**src/common/pcc_pkg.sv**
```systemverilog
// Purpose: Constants, field layout and helpers for the clock configuration block
// Assumes: 200 MHz mclk_in, 8-bit register address, 32-bit register data
// Notes: Register offsets and the loop check timeout are local choices
// Operation
// Bits 16:14 reserved, read as zero
// Bit 13 drives loop power-down, resets one
// Bit 12 set keeps loop clock inside
// Loop runs only when bits 13, 12 clear
// Bypass bit 11 set selects oscillator clock
// Bypass clear selects divided loop clock
// Software keeps converter clock 14 to 18 MHz
// Bit 10 enables loop check timer, interrupt
// Bits 19:17 predivide system clock by powers
// Bit 20 selects predivided clock for PWM
// Loop source always uses the system divider
package pcc_pkg;

	localparam logic [7:0]  ADDR_INT_STATUS  = 8'h50;
	localparam logic [7:0]  ADDR_INT_ENABLE  = 8'h54;
	localparam logic [7:0]  ADDR_INT_CLEAR   = 8'h58;
	localparam logic [7:0]  ADDR_CLK_CFG     = 8'h60;

	localparam int          BIT_PWM_SEL      = 20;
	localparam int          PWM_CLOCK_PREDIVIDER_LSB       = 17;
	localparam int          PWM_CLOCK_PREDIVIDER_MSB       = 19;
	localparam int          RSVD_LSB         = 14;
	localparam int          RSVD_MSB         = 16;
	localparam int          BIT_LOOP_POWER_OFF        = 13;
	localparam int          BIT_OEN          = 12;
	localparam int          BIT_BYPASS       = 11;
	localparam int          BIT_CHECK        = 10;
	localparam int          INT_LOOP_FAIL    = 0;

	localparam logic        RST_PWM_SEL      = 1'b0;
	localparam logic [2:0]  RST_PWM_CLOCK_PREDIVIDER       = 3'h7;
	localparam logic        RST_LOOP_POWER_OFF        = 1'b1;
	localparam logic        RST_OEN          = 1'b1;
	localparam logic        RST_BYPASS       = 1'b1;
	localparam logic        RST_CHECK        = 1'b0;

	localparam int          CLK_PERIOD_PS    = 5000;
	localparam int          LOOP_TIMEOUT_NS  = 1000;
	localparam int          LOOP_TIMEOUT_CYC = (LOOP_TIMEOUT_NS * 1000) / CLK_PERIOD_PS;

	// Low-bit mask of the power-of-two predivider
	function automatic logic [5:0] pcc_pwm_mask(input logic [2:0] code);
		case (code)
			3'h0:    return 6'h01;
			3'h1:    return 6'h03;
			3'h2:    return 6'h07;
			3'h3:    return 6'h0f;
			3'h4:    return 6'h1f;
			default: return 6'h3f;
		endcase
	endfunction : pcc_pwm_mask

endpackage : pcc_pkg

```
**src/hdl/pcc_pwm_div.sv**
```systemverilog
// Purpose: Power-of-two predivider of the system clock enable for the PWM unit
// Assumes: sys_tick_in is a one-cycle enable on mclk_in
// Notes: Output ticks come one mclk_in cycle after their system ticks
`timescale 1ns/1ps
`default_nettype none
module pcc_pwm_div #(
	parameter int CNT_W = 6
) (
	input  wire logic        mclk_in,
	input  wire logic        arst_n_in,
	input  wire logic        sys_tick_in,
	input  wire logic [2:0]  code_in,
	output var  logic        tick_out
);
	import pcc_pkg::*;

	if (CNT_W < 6) begin : g_chk
		$error("CNT_W must be at least 6");
	end

	logic [CNT_W-1:0] cnt_ff;
	logic             hit;

	// divide by power
	assign hit = sys_tick_in && ((cnt_ff[5:0] & pcc_pwm_mask(code_in)) == pcc_pwm_mask(code_in));

	always_ff @(posedge mclk_in or negedge arst_n_in) begin
		if (!arst_n_in) begin
			cnt_ff <= '0;
		end else if (sys_tick_in) begin
			cnt_ff <= cnt_ff + 1'b1;
		end
	end

	always_ff @(posedge mclk_in or negedge arst_n_in) begin
		if (!arst_n_in) begin
			tick_out <= 1'b0;
		end else begin
			tick_out <= hit;
		end
	end

	AST_PWM_SPACING: assert property (@(posedge mclk_in) disable iff (!arst_n_in)
		(sys_tick_in && cnt_ff[0] == 1'b0) |=> !tick_out)
		else $error("PWM predivider ticked on an even count");

endmodule : pcc_pwm_div
`default_nettype wire

```
**src/hdl/pcc_top.sv**
```systemverilog
// Purpose: Loop and PWM clock control fields of the run-mode clock configuration
// Assumes: Clocks are modelled as one-cycle enables on mclk_in
// Notes: Fields outside this block read as zero in the configuration word
//
// The address map and the strobed register port were left to the implementer.
`timescale 1ns/1ps
`default_nettype none
module pcc_top #(
	parameter int TIMEOUT_CYC = pcc_pkg::LOOP_TIMEOUT_CYC
) (
	input  wire logic        mclk_in,
	input  wire logic        arst_n_in,
	input  wire logic [7:0]  addr_in,
	input  wire logic [31:0] wdata_in,
	input  wire logic        wr_in,
	input  wire logic        rd_in,
	output var  logic [31:0] rdata_out,
	input  wire logic        osc_tick_in,
	input  wire logic        loop_tick_in,
	input  wire logic [3:0]  sys_divisor_in,
	input  wire logic        system_divider_select_in,
	output var  logic        sysclk_tick_out,
	output var  logic        pwm_tick_out,
	output var  logic        loop_power_off_out,
	output var  logic        loop_output_drive_n_out,
	output var  logic        loop_clk_out,
	output var  logic        irq_out
);
	import pcc_pkg::*;

	localparam int WD_W = $clog2(TIMEOUT_CYC + 1);

	if (TIMEOUT_CYC < 2) begin : g_chk
		$error("TIMEOUT_CYC must be at least 2");
	end

	logic            pwm_sel_ff;
	logic [2:0]      pwm_clock_predivider_ff;
	logic            loop_power_off_ff;
	logic            loop_output_drive_n_ff;
	logic            bypass_ff;
	logic            loop_check_timer_on_ff;
	logic [0:0]      int_status_ff;
	logic [0:0]      int_enable_ff;
	logic [3:0]      div_cnt_ff;
	logic [WD_W-1:0] wd_cnt_ff;
	logic            wr_cfg;
	logic            wr_ena;
	logic            wr_clr;
	logic            loop_run;
	logic            loop_gated;
	logic            src_tick;
	logic            use_div;
	logic            div_hit;
	logic            sys_tick;
	logic            pwm_div_tick;
	logic            fail_evt;
	logic [31:0]     cfg_word;
	logic [31:0]     nxt_rdata;

	assign wr_cfg = wr_in && (addr_in == ADDR_CLK_CFG);
	assign wr_ena = wr_in && (addr_in == ADDR_INT_ENABLE);
	assign wr_clr = wr_in && (addr_in == ADDR_INT_CLEAR);

	// Configuration fields with their reset values
	always_ff @(posedge mclk_in or negedge arst_n_in) begin
		if (!arst_n_in) begin
			pwm_sel_ff              <= RST_PWM_SEL;
			pwm_clock_predivider_ff <= RST_PWM_CLOCK_PREDIVIDER;
			loop_power_off_ff       <= RST_LOOP_POWER_OFF;
			loop_output_drive_n_ff  <= RST_OEN;
			bypass_ff               <= RST_BYPASS;
			loop_check_timer_on_ff  <= RST_CHECK;
		end else if (wr_cfg) begin
			pwm_sel_ff              <= wdata_in[BIT_PWM_SEL];
			pwm_clock_predivider_ff <= wdata_in[PWM_CLOCK_PREDIVIDER_MSB:PWM_CLOCK_PREDIVIDER_LSB];
			loop_power_off_ff       <= wdata_in[BIT_LOOP_POWER_OFF];
			loop_output_drive_n_ff  <= wdata_in[BIT_OEN];
			bypass_ff               <= wdata_in[BIT_BYPASS];
			loop_check_timer_on_ff  <= wdata_in[BIT_CHECK];
		end
	end

	// loop run condition
	assign loop_run = !loop_power_off_ff && !loop_output_drive_n_ff;
	// gate loop clock
	assign loop_gated = loop_tick_in && loop_run;

	// drive power-down pin
	always_ff @(posedge mclk_in or negedge arst_n_in) begin
		if (!arst_n_in) begin
			loop_power_off_out      <= RST_LOOP_POWER_OFF;
			loop_output_drive_n_out <= RST_OEN;
		end else begin
			loop_power_off_out      <= loop_power_off_ff;
			loop_output_drive_n_out <= loop_output_drive_n_ff;
		end
	end

	always_ff @(posedge mclk_in or negedge arst_n_in) begin
		if (!arst_n_in) begin
			loop_clk_out <= 1'b0;
		end else begin
			loop_clk_out <= loop_gated;
		end
	end

	// bypass source select
	assign src_tick = bypass_ff ? osc_tick_in : loop_gated;
	// divider forced on loop
	assign use_div  = !bypass_ff || system_divider_select_in;
	assign div_hit  = src_tick && (div_cnt_ff >= sys_divisor_in);
	// divided loop clock
	assign sys_tick = use_div ? div_hit : src_tick;

	always_ff @(posedge mclk_in or negedge arst_n_in) begin
		if (!arst_n_in) begin
			div_cnt_ff <= 4'h0;
		end else if (div_hit) begin
			div_cnt_ff <= 4'h0;
		end else if (src_tick) begin
			div_cnt_ff <= div_cnt_ff + 4'h1;
		end
	end

	always_ff @(posedge mclk_in or negedge arst_n_in) begin
		if (!arst_n_in) begin
			sysclk_tick_out <= 1'b0;
		end else begin
			sysclk_tick_out <= sys_tick;
		end
	end

	pcc_pwm_div #(
		.CNT_W       (6)
	) u_pwm_div (
		.mclk_in     (mclk_in),
		.arst_n_in   (arst_n_in),
		.sys_tick_in (sysclk_tick_out),
		.code_in     (pwm_clock_predivider_ff),
		.tick_out    (pwm_div_tick)
	);

	// PWM clock select
	always_ff @(posedge mclk_in or negedge arst_n_in) begin
		if (!arst_n_in) begin
			pwm_tick_out <= 1'b0;
		end else begin
			pwm_tick_out <= pwm_sel_ff ? pwm_div_tick : sysclk_tick_out;
		end
	end

	// loop check timer
	assign fail_evt = loop_check_timer_on_ff && loop_run && !loop_tick_in
		&& (wd_cnt_ff == WD_W'(TIMEOUT_CYC - 1));

	always_ff @(posedge mclk_in or negedge arst_n_in) begin
		if (!arst_n_in) begin
			wd_cnt_ff <= '0;
		end else if (!loop_check_timer_on_ff || !loop_run || loop_tick_in || fail_evt) begin
			wd_cnt_ff <= '0;
		end else begin
			wd_cnt_ff <= wd_cnt_ff + 1'b1;
		end
	end

	// Sticky status, set wins over clear
	always_ff @(posedge mclk_in or negedge arst_n_in) begin
		if (!arst_n_in) begin
			int_status_ff <= 1'b0;
		end else if (fail_evt) begin
			int_status_ff[INT_LOOP_FAIL] <= 1'b1;
		end else if (wr_clr && wdata_in[INT_LOOP_FAIL]) begin
			int_status_ff[INT_LOOP_FAIL] <= 1'b0;
		end
	end

	always_ff @(posedge mclk_in or negedge arst_n_in) begin
		if (!arst_n_in) begin
			int_enable_ff <= 1'b0;
		end else if (wr_ena) begin
			int_enable_ff <= wdata_in[INT_LOOP_FAIL];
		end
	end

	always_ff @(posedge mclk_in or negedge arst_n_in) begin
		if (!arst_n_in) begin
			irq_out <= 1'b0;
		end else begin
			irq_out <= |(int_status_ff & int_enable_ff);
		end
	end

	// reserved read zero
	always_comb begin
		cfg_word                        = 32'h0000_0000;
		cfg_word[BIT_PWM_SEL]           = pwm_sel_ff;
		cfg_word[PWM_CLOCK_PREDIVIDER_MSB:PWM_CLOCK_PREDIVIDER_LSB] = pwm_clock_predivider_ff;
		cfg_word[BIT_LOOP_POWER_OFF]             = loop_power_off_ff;
		cfg_word[BIT_OEN]               = loop_output_drive_n_ff;
		cfg_word[BIT_BYPASS]            = bypass_ff;
		cfg_word[BIT_CHECK]             = loop_check_timer_on_ff;
	end

	always_comb begin
		nxt_rdata = 32'h0000_0000;
		if (addr_in == ADDR_CLK_CFG) begin
			nxt_rdata = cfg_word;
		end else if (addr_in == ADDR_INT_STATUS) begin
			nxt_rdata = {31'h0000_0000, int_status_ff};
		end else if (addr_in == ADDR_INT_ENABLE) begin
			nxt_rdata = {31'h0000_0000, int_enable_ff};
		end
	end

	// Read data stand one cycle only
	always_ff @(posedge mclk_in or negedge arst_n_in) begin
		if (!arst_n_in) begin
			rdata_out <= 32'h0000_0000;
		end else if (rd_in) begin
			rdata_out <= nxt_rdata;
		end else begin
			rdata_out <= 32'h0000_0000;
		end
	end

	AST_RSVD_ZERO: assert property (@(posedge mclk_in) disable iff (!arst_n_in)
		(rd_in && addr_in == ADDR_CLK_CFG) |=> rdata_out[RSVD_MSB:RSVD_LSB] == 3'h0)
		else $error("Reserved configuration bits read nonzero");

	AST_LOOP_POWER_OFF_PIN: assert property (@(posedge mclk_in) disable iff (!arst_n_in)
		wr_cfg |=> ##1 loop_power_off_out == $past(wdata_in[BIT_LOOP_POWER_OFF], 2))
		else $error("Power-down pin does not follow written bit");

	AST_LOOP_QUIET: assert property (@(posedge mclk_in) disable iff (!arst_n_in)
		loop_output_drive_n_out |-> !loop_clk_out)
		else $error("Loop clock toggles with output driver off");

	AST_LOOP_RUN: assert property (@(posedge mclk_in) disable iff (!arst_n_in)
		(loop_tick_in && !loop_power_off_ff && !loop_output_drive_n_ff) |=> loop_clk_out)
		else $error("Loop clock not passed while loop runs");

	AST_LOOP_LOOP_POWER_OFF: assert property (@(posedge mclk_in) disable iff (!arst_n_in)
		loop_power_off_out |-> !loop_clk_out)
		else $error("Loop clock toggles while powered down");

	AST_BYPASS_OSC: assert property (@(posedge mclk_in) disable iff (!arst_n_in)
		(bypass_ff && !system_divider_select_in) |=> sysclk_tick_out == $past(osc_tick_in))
		else $error("Bypass does not pass oscillator clock");

	AST_LOOP_SRC: assert property (@(posedge mclk_in) disable iff (!arst_n_in)
		(!bypass_ff && !loop_tick_in) |=> !sysclk_tick_out)
		else $error("System tick without loop tick in loop mode");

	AST_DIV_FORCED: assert property (@(posedge mclk_in) disable iff (!arst_n_in)
		(!bypass_ff && !system_divider_select_in && src_tick
		&& div_cnt_ff < sys_divisor_in) |=> !sysclk_tick_out)
		else $error("Divider not applied to loop source");

	AST_CHECK_OFF: assert property (@(posedge mclk_in) disable iff (!arst_n_in)
		!loop_check_timer_on_ff |-> (!fail_evt && wd_cnt_ff == '0) or $past(wr_cfg))
		else $error("Check timer active while disabled");

	AST_CHECK_IRQ: assert property (@(posedge mclk_in) disable iff (!arst_n_in)
		(fail_evt && int_enable_ff[INT_LOOP_FAIL]) |=> ##1 irq_out)
		else $error("Loop failure did not raise interrupt");

	AST_PWM_DIRECT: assert property (@(posedge mclk_in) disable iff (!arst_n_in)
		!pwm_sel_ff |=> pwm_tick_out == $past(sysclk_tick_out))
		else $error("PWM clock not system clock when unselected");

	AST_PWM_SEL: assert property (@(posedge mclk_in) disable iff (!arst_n_in)
		pwm_sel_ff |=> pwm_tick_out == $past(pwm_div_tick))
		else $error("PWM clock not predivided when selected");

	AST_OEN_PIN: assert property (@(posedge mclk_in) disable iff (!arst_n_in)
		wr_cfg |=> ##1 loop_output_drive_n_out == $past(wdata_in[BIT_OEN], 2))
		else $error("Output driver pin does not follow written bit");

	AST_CHECK_BOUND: assert property (@(posedge mclk_in) disable iff (!arst_n_in)
		wd_cnt_ff <= WD_W'(TIMEOUT_CYC - 1))
		else $error("Check timer ran past its timeout");

	AST_STATUS_STICKY: assert property (@(posedge mclk_in) disable iff (!arst_n_in)
		(int_status_ff[INT_LOOP_FAIL] && !(wr_clr && wdata_in[INT_LOOP_FAIL]))
		|=> int_status_ff[INT_LOOP_FAIL])
		else $error("Loop failure status lost without a clear");

	AST_IRQ_LEVEL: assert property (@(posedge mclk_in) disable iff (!arst_n_in)
		irq_out == $past(int_status_ff[INT_LOOP_FAIL] && int_enable_ff[INT_LOOP_FAIL]))
		else $error("Interrupt does not follow enabled status");

	COV_LOOP_FAIL: cover property (@(posedge mclk_in) disable iff (!arst_n_in)
		fail_evt ##2 irq_out);

	COV_LOOP_SYS: cover property (@(posedge mclk_in) disable iff (!arst_n_in)
		!bypass_ff && sysclk_tick_out);

	COV_PWM_DIV: cover property (@(posedge mclk_in) disable iff (!arst_n_in)
		pwm_sel_ff && pwm_tick_out);

	COV_SET_CLEAR: cover property (@(posedge mclk_in) disable iff (!arst_n_in)
		fail_evt && wr_clr);

	COV_LOOP_DIV: cover property (@(posedge mclk_in) disable iff (!arst_n_in)
		!bypass_ff && sys_divisor_in != 4'h0 && sysclk_tick_out);

endmodule : pcc_top
`default_nettype wire

```
**config.mk**
```make
export PLATFORM = sky130hd
export DESIGN_NAME = pcc_top
export DESIGN_NICKNAME = d
export VERILOG_FILES = /design/src/common/pcc_pkg.sv /design/src/hdl/pcc_pwm_div.sv /design/src/hdl/pcc_top.sv
export SDC_FILE = /design/constraint.sdc
export NUM_CORES = 1
export LEC_CHECK = 0
export BUFFER_PORTS_ARGS = -buffer_cell sky130_fd_sc_hd__buf_2
export CAP_MARGIN = 15
export CORE_AREA = 2 2 68 70
export CTS_CLUSTER_SIZE = 30
export DETAILED_ROUTE_END_ITERATION = 10
export DIE_AREA = 0 0 70 72
export GPL_ROUTABILITY_DRIVEN = 0
export GPL_TIMING_DRIVEN = 0
export PLACE_DENSITY = 0.93
export SETUP_SLACK_MARGIN = 0.05
export SLEW_MARGIN = 0
export SYNTH_ARGS = -nofsm -noshare
export SYNTH_HDL_FRONTEND = slang
export SYNTH_HIERARCHICAL = 1
export SYNTH_SLANG_ARGS = --single-unit
```
**constraint.sdc**
```tcl
create_clock -name mclk_in -period 2.8 [get_ports mclk_in]
set_input_delay 0.28 -clock mclk_in [delete_from_list [all_inputs] [get_ports mclk_in]]
set_output_delay 0.28 -clock mclk_in [all_outputs]
set_load 0.01 [all_outputs]
```
==> results.cfg, run 1 <==
[cells_and_area]
register_area_mm2 = 0.00111
final_cells = 305
diodes = 0
final_area_mm2 = 0.00267
n_fill_cell = 330
layout-drive-gt1-share = 0.411
nets = 310
area_growth_pct = 24.1
multi_input_area_um2 = 921

[synth]
synth_top_area_cell = dfrtp_1
yosysWarnings = 6
synth_area_per_cell_um2 = 11.9
ys_ff_latch = 44
synth_ff_type = dfrtp_1
ys_types = 41
synth_commonest_cells = dfrtp_1, buf_4, nor2_1, mux2_2, and2_1
seq_area_frac_synth = 0.517
syn_area_mm2 = 0.00215
netlist.area_leader.share = 0.419
synth_most_common_cell = dfrtp_1
synth_cells = 181
async_flop_share = 1.00
synth_area_leaders = dfrtp_1, dfstp_2, buf_4
synth-edff-count = 0

[detailed_routing]
ant_nets = 0
drc = 0
route.vias.total = 1494
first_pass_iters = 4
wl_per_cell_um = 12.9
totalWireLength_mm = 3.92
detail_route.iter0.violations = 41
viasPerCell = 4.90

[run_status]
status = complete, no violations

[floorplan]
die_w_um = 70
start_util = 0.504
die-area_mm2 = 0.00504
rows = 24
io_pins = 89
die-height_um = 72
core_area_mm2 = 0.00426

[worst_setup_path]
rr_startpoint = div_cnt_ff[0]$_DFFE_PN0P_
regToRegSetupSlack_ps = 940
r2r-end = sysclk_tick_out$_DFF_PN0_
critPathKind = reg -> reg
critPathCaptureType = register
worstPathRequired_ps = 2980
cp-start-kind = register
reg2reg_depth = 6
critPathMaxFanout = 4
arrival_ps = 2040

[clock_tree]
cts_root_buffer = clkbuf_8
cts_max_path_buffers = 2
holdBufCountCts = 0
htree_num_levels = 2
clk_pin_slew_ps = 80
clock_latency_ps = 300
cts_tree = done
cts_made_buffers = 5
post_cts_resized = 0
clkSinkCount = 44
cts_setup_buffers = 0

[timing]
hold_violations = 0
hold_slack_ps = 108
slew_violations = 0
setup-tns-final_ps = 0
tightest_slew_ps = 914
fin_crit_ps = 1860
max-slew-margin-rel = 0.391
fin_crit_sh = 0.665
fmax_mhz = 537
finalClockSkew_ps = 7.29
setup_viol = 0
rsz0062_at_grt = no

[hold_path]
hp-class = in -> async

[power]
powerDensity_mw_per_mm2 = 705
ir_worst_vdd_mv = 0.304
total_leakage_power_nw = 1.40

[global_route]
grt_max_degree = 45
gr-usage-all-layers = 0.170
grt_pass1_vias = 1508
antenna_found_initial = 0
grt_pass1_wl_mm = 6.67
overflow = 0

[run]
drv_cap = 0

[place]
post_dp_cell_area_mm2 = 0.00251
placed_cells = 297
portBuffers = 42
dp_hpwl_mm = 3.02
-- flip-flops by register name (all words and copies together) (netlist names) --
signal,flops
loop_output_drive_n_ff,1
pwm_sel_ff,1
pwm_clock_predivider_ff,3
loop_clk_out,1
loop_power_off_ff,1
loop_check_timer_on_ff,1
sysclk_tick_out,1
bypass_ff,1
u_pwm_div/tick_out,1
div_cnt_ff,4
loop_power_off_out,1
wd_cnt_ff,8
int_enable_ff,1
rdata_out,9
int_status_ff,1
loop_output_drive_n_out,1
pwm_tick_out,1
irq_out,1
u_pwm_div/cnt_ff,6
-- cells by family after synthesis --
kind of cell    synth area share
simple gates               0.166
flops                      0.517
buf+inv                   0.0926
compound gates            0.0740
mux                       0.0629
xor+xnor                  0.0448
fa+ha+maj                 0.0408
other cells              0.00175
-- worst max-delay path, stage by stage (launching register included) --
cell	delay, ps
dfrtp_1	400
inv_1	120
ha_1	240
nand2b_4	150
a2111oi_4	430
nor2_1	170
a32o_1	250
-- cell type report --
class                           count  share of cell area
Timing Repair Buffer               42              0.0789
Clock inverter                      3              0.0338
Inverter                            7             0.00986
Tap cell                           52              0.0244
Buffer                             23              0.0648
Sequential cell                    44               0.417
Multi-Input combinational cell    129               0.346
Clock buffer                        5              0.0258
-- layout by cell type (no fill, tap or decap), types with 2 or more instances in the layout --
cell and instances:
o2111ai_1 3, o21ai_0 3, buf_2 42, ha_1 7, a21oi_1 4, nor2_1 13
and3_1 3, nand4_1 4, xor2_1 6, mux2_2 12, conb_1 23, inv_1 7
bufinv_16 3, and2_1 10, dfrtp_1 36, nand3_1 5, dfstp_2 8, a21o_1 2
buf_4 23, clkbuf_8 5, nand2_1 7, xnor2_1 5
-- how the worst max path moves through the flow --
stage	startpoint	slack (ps)	cells after the start	to
after floorplan	div_cnt_ff[0]$_DFFE_PN0P_	1120	6	sysclk_tick_out$_DFF_PN0_
after global placement	div_cnt_ff[0]$_DFFE_PN0P_	1020	6	sysclk_tick_out$_DFF_PN0_
after detailed placement	div_cnt_ff[0]$_DFFE_PN0P_	950	6	sysclk_tick_out$_DFF_PN0_
after CTS	div_cnt_ff[0]$_DFFE_PN0P_	940	6	sysclk_tick_out$_DFF_PN0_
after global routing	div_cnt_ff[0]$_DFFE_PN0P_	870	6	sysclk_tick_out$_DFF_PN0_
final	div_cnt_ff[0]$_DFFE_PN0P_	940	6	sysclk_tick_out$_DFF_PN0_
-- stage by stage --
| step | utilization | total power, mW | setup WS, ps |
|---|---|---|---|
| floorplan | - | 1.11 | 1120 |
| global placement | 0.588 | 1.20 | 1020 |
| detailed placement | 0.588 | 1.23 | 955 |
| CTS | 0.625 | 1.89 | 936 |
| global route | 0.625 | 1.98 | 872 |
| finish | 0.625 | 1.88 | 937 |
-- layer usage --
metal / GRT usage / routed length [µm]
met4: 0.0705 / 91
met2: 0.303 / 2010
met5: 0 / 0
met1: 0.189 / 1590
met3: 0.0528 / 233
-- report_power, final --
part | leakage, nW | internal (mW) | switching, mW
clock network | 0.0784 | 0.446 | 0.213
logic | 0.754 | 0.198 | 0.196
registers | 0.566 | 0.725 | 0.101
total | 1.40 | 1.37 | 0.509
Power figures use the tool's default switching activity.
==> run 2: changes to the inputs <==
Settings changed: CORE_AREA 2 2 68 70 to 2 2 70 72, DIE_AREA 0 0 70 72 to 0 0 72 74, PLACE_DENSITY 0.93 to 0.89.
Clock period 2.8 ns to 1.87 ns, I/O delays scaled along.
==> results.cfg, run 2 (synthesis gave the netlist of run 1 again) <==
[timing]
tightest_slew_ps = 948
rsz0062_at_grt = no
setup_viol = 0
hold_violations = 0
finalClockSkew_ps = 8.93
fmax_mhz = 553
slew_violations = 0
max-slew-margin-rel = 0.368
fin_crit_ps = 1810
fin_crit_sh = 0.967
setup-tns-final_ps = 0

[cells_and_area]
top_regs = rdata_out (9), wd_cnt_ff (8), u_pwm_div/cnt_ff (6)
register_area_mm2 = 0.00111
area_growth_pct = 23.2
largest_reg_flops = 9
layout-drive-gt1-share = 0.424
n_fill_cell = 362
layout_common_cells = buf_2, dfrtp_1, buf_4, conb_1
fin_util = 0.576
diodes = 0
top_register = rdata_out
nets = 312
multi_input_area_um2 = 936
final_common_cell = buf_2

[worst_setup_path]
worstPathRequired_ps = 2040
cp-start-kind = register
critPathCaptureType = register
cp_slowest_cell = a2111oi_4
critPathTopFamily = compound AO/OA/AOI/OAI gates
worst-path-buf-inv = 1
arrival_ps = 1980
critPathKind = reg -> reg
critPathMaxFanout = 4
path_cells = inv_2, ha_4, nand2b_4, a2111oi_4, o21ai_1, a32o_1
cpPeakStageDelay_ps = 450

[clock_tree]
cts_max_path_buffers = 2
htree_num_levels = 2
cts_root_buffer = clkbuf_8
cts_tree = done
clkSinkCount = 44
cts_made_buffers = 5
clk_pin_slew_ps = 80
clock_latency_ps = 290

[detailed_routing]
viasPerCell = 5.00
detail_route.iter0.violations = 91
wl_per_cell_um = 12.9
route.vias.total = 1545
first_pass_iters = 4
drc = 0
ant_nets = 0
totalWireLength_mm = 4.00

[power]
finalPower_mw = 2.60
ir_worst_vdd_mv = 0.501
total_leakage_power_nw = 1.38
powerDensity_mw_per_mm2 = 981

[floorplan]
die-area_mm2 = 0.00533
io_pins = 89
start_util = 0.467
rows = 25
core_area_mm2 = 0.00460
die-height_um = 74
die_w_um = 72

[place]
dp_hpwl_mm = 3.01
portBuffers = 42

[global_route]
antenna_found_initial = 0
grt_pass1_wl_mm = 6.56
gr-usage-all-layers = 0.159
grt_max_degree = 45
grt_pass1_vias = 1503
overflow = 0

[hold_path]
hp-class = in -> async

[run_status]
status = complete, no violations

[run]
drv_cap = 0
-- run 2: changes by cell type in the layout (fill, tap and decap cells not counted), sizes merged --
| cell | previous run | this run |
|---|---|---|
| buf | 65 | 67 |
| bufinv | 3 | 1 |
| clkbuf | 5 | 6 |
| clkinv | 0 | 1 |
-- run 2: cell type report --
class,count,area share
Multi-Input combinational cell,129,0.354
Clock buffer,6,0.0274
Sequential cell,44,0.420
Tap cell,54,0.0255
Timing Repair Buffer,44,0.0851
Inverter,7,0.00993
Clock inverter,2,0.0132
Buffer,23,0.0652
-- run 2: path summary, 6_finish.rpt --
check	from	end	slack (ps)	depth (start not counted)
worst max-delay path	div_cnt_ff[0]$_DFFE_PN0P_	sysclk_tick_out$_DFF_PN0_	60	6
worst min-delay path	arst_n_in	loop_clk_out$_DFF_PN0_	40	1
worst max register to register	div_cnt_ff[0]$_DFFE_PN0P_	sysclk_tick_out$_DFF_PN0_	60	6
worst min register to register	loop_output_drive_n_ff$_DFFE_PN1P_	loop_output_drive_n_out$_DFF_PN1_	410	0
max in group asynchronous	arst_n_in	u_pwm_div/cnt_ff[0]$_DFFE_PN0P_	1240	1
min in group mclk_in	wdata_in[13]	loop_power_off_ff$_DFFE_PN1P_	130	2
-- run 2: repair_timing --
action / in CTS / in global routing
pin swaps: 1 / 2
setup buffers: 0 / 2
gates cloned: 0 / 0
gates resized for setup: 1 / 2
hold buffers: 0 / 0
endpoints found under the setup margin: 2 / 4
-- run 2: metrics by stage --
stage	instances	hold WS [ps]	cell area, µm²	setup WS [ps]
floorplan	203	-109	2230	193
global placement	299	369	2510	94.0
detailed placement	299	381	2510	62.5
CTS	307	62.9	2620	60.7
global route	309	110	2650	12.8
finish	309	39.2	2650	62.5
-- run 2: metal layers --
| metal | part of all wire | track usage |
|---|---|---|
| met5 | 0 | 0 |
| met4 | 0.016 | 0.0608 |
| met3 | 0.064 | 0.0420 |
| met2 | 0.51 | 0.288 |
| met1 | 0.41 | 0.182 |
-- run 2: power by group --
| part | switching, mW | total, mW | internal (mW) |
|---|---|---|---|
| Sequential | 0.149 | 1.23 | 1.09 |
| Clock | 0.300 | 0.697 | 0.396 |
| Combinational | 0.327 | 0.664 | 0.337 |
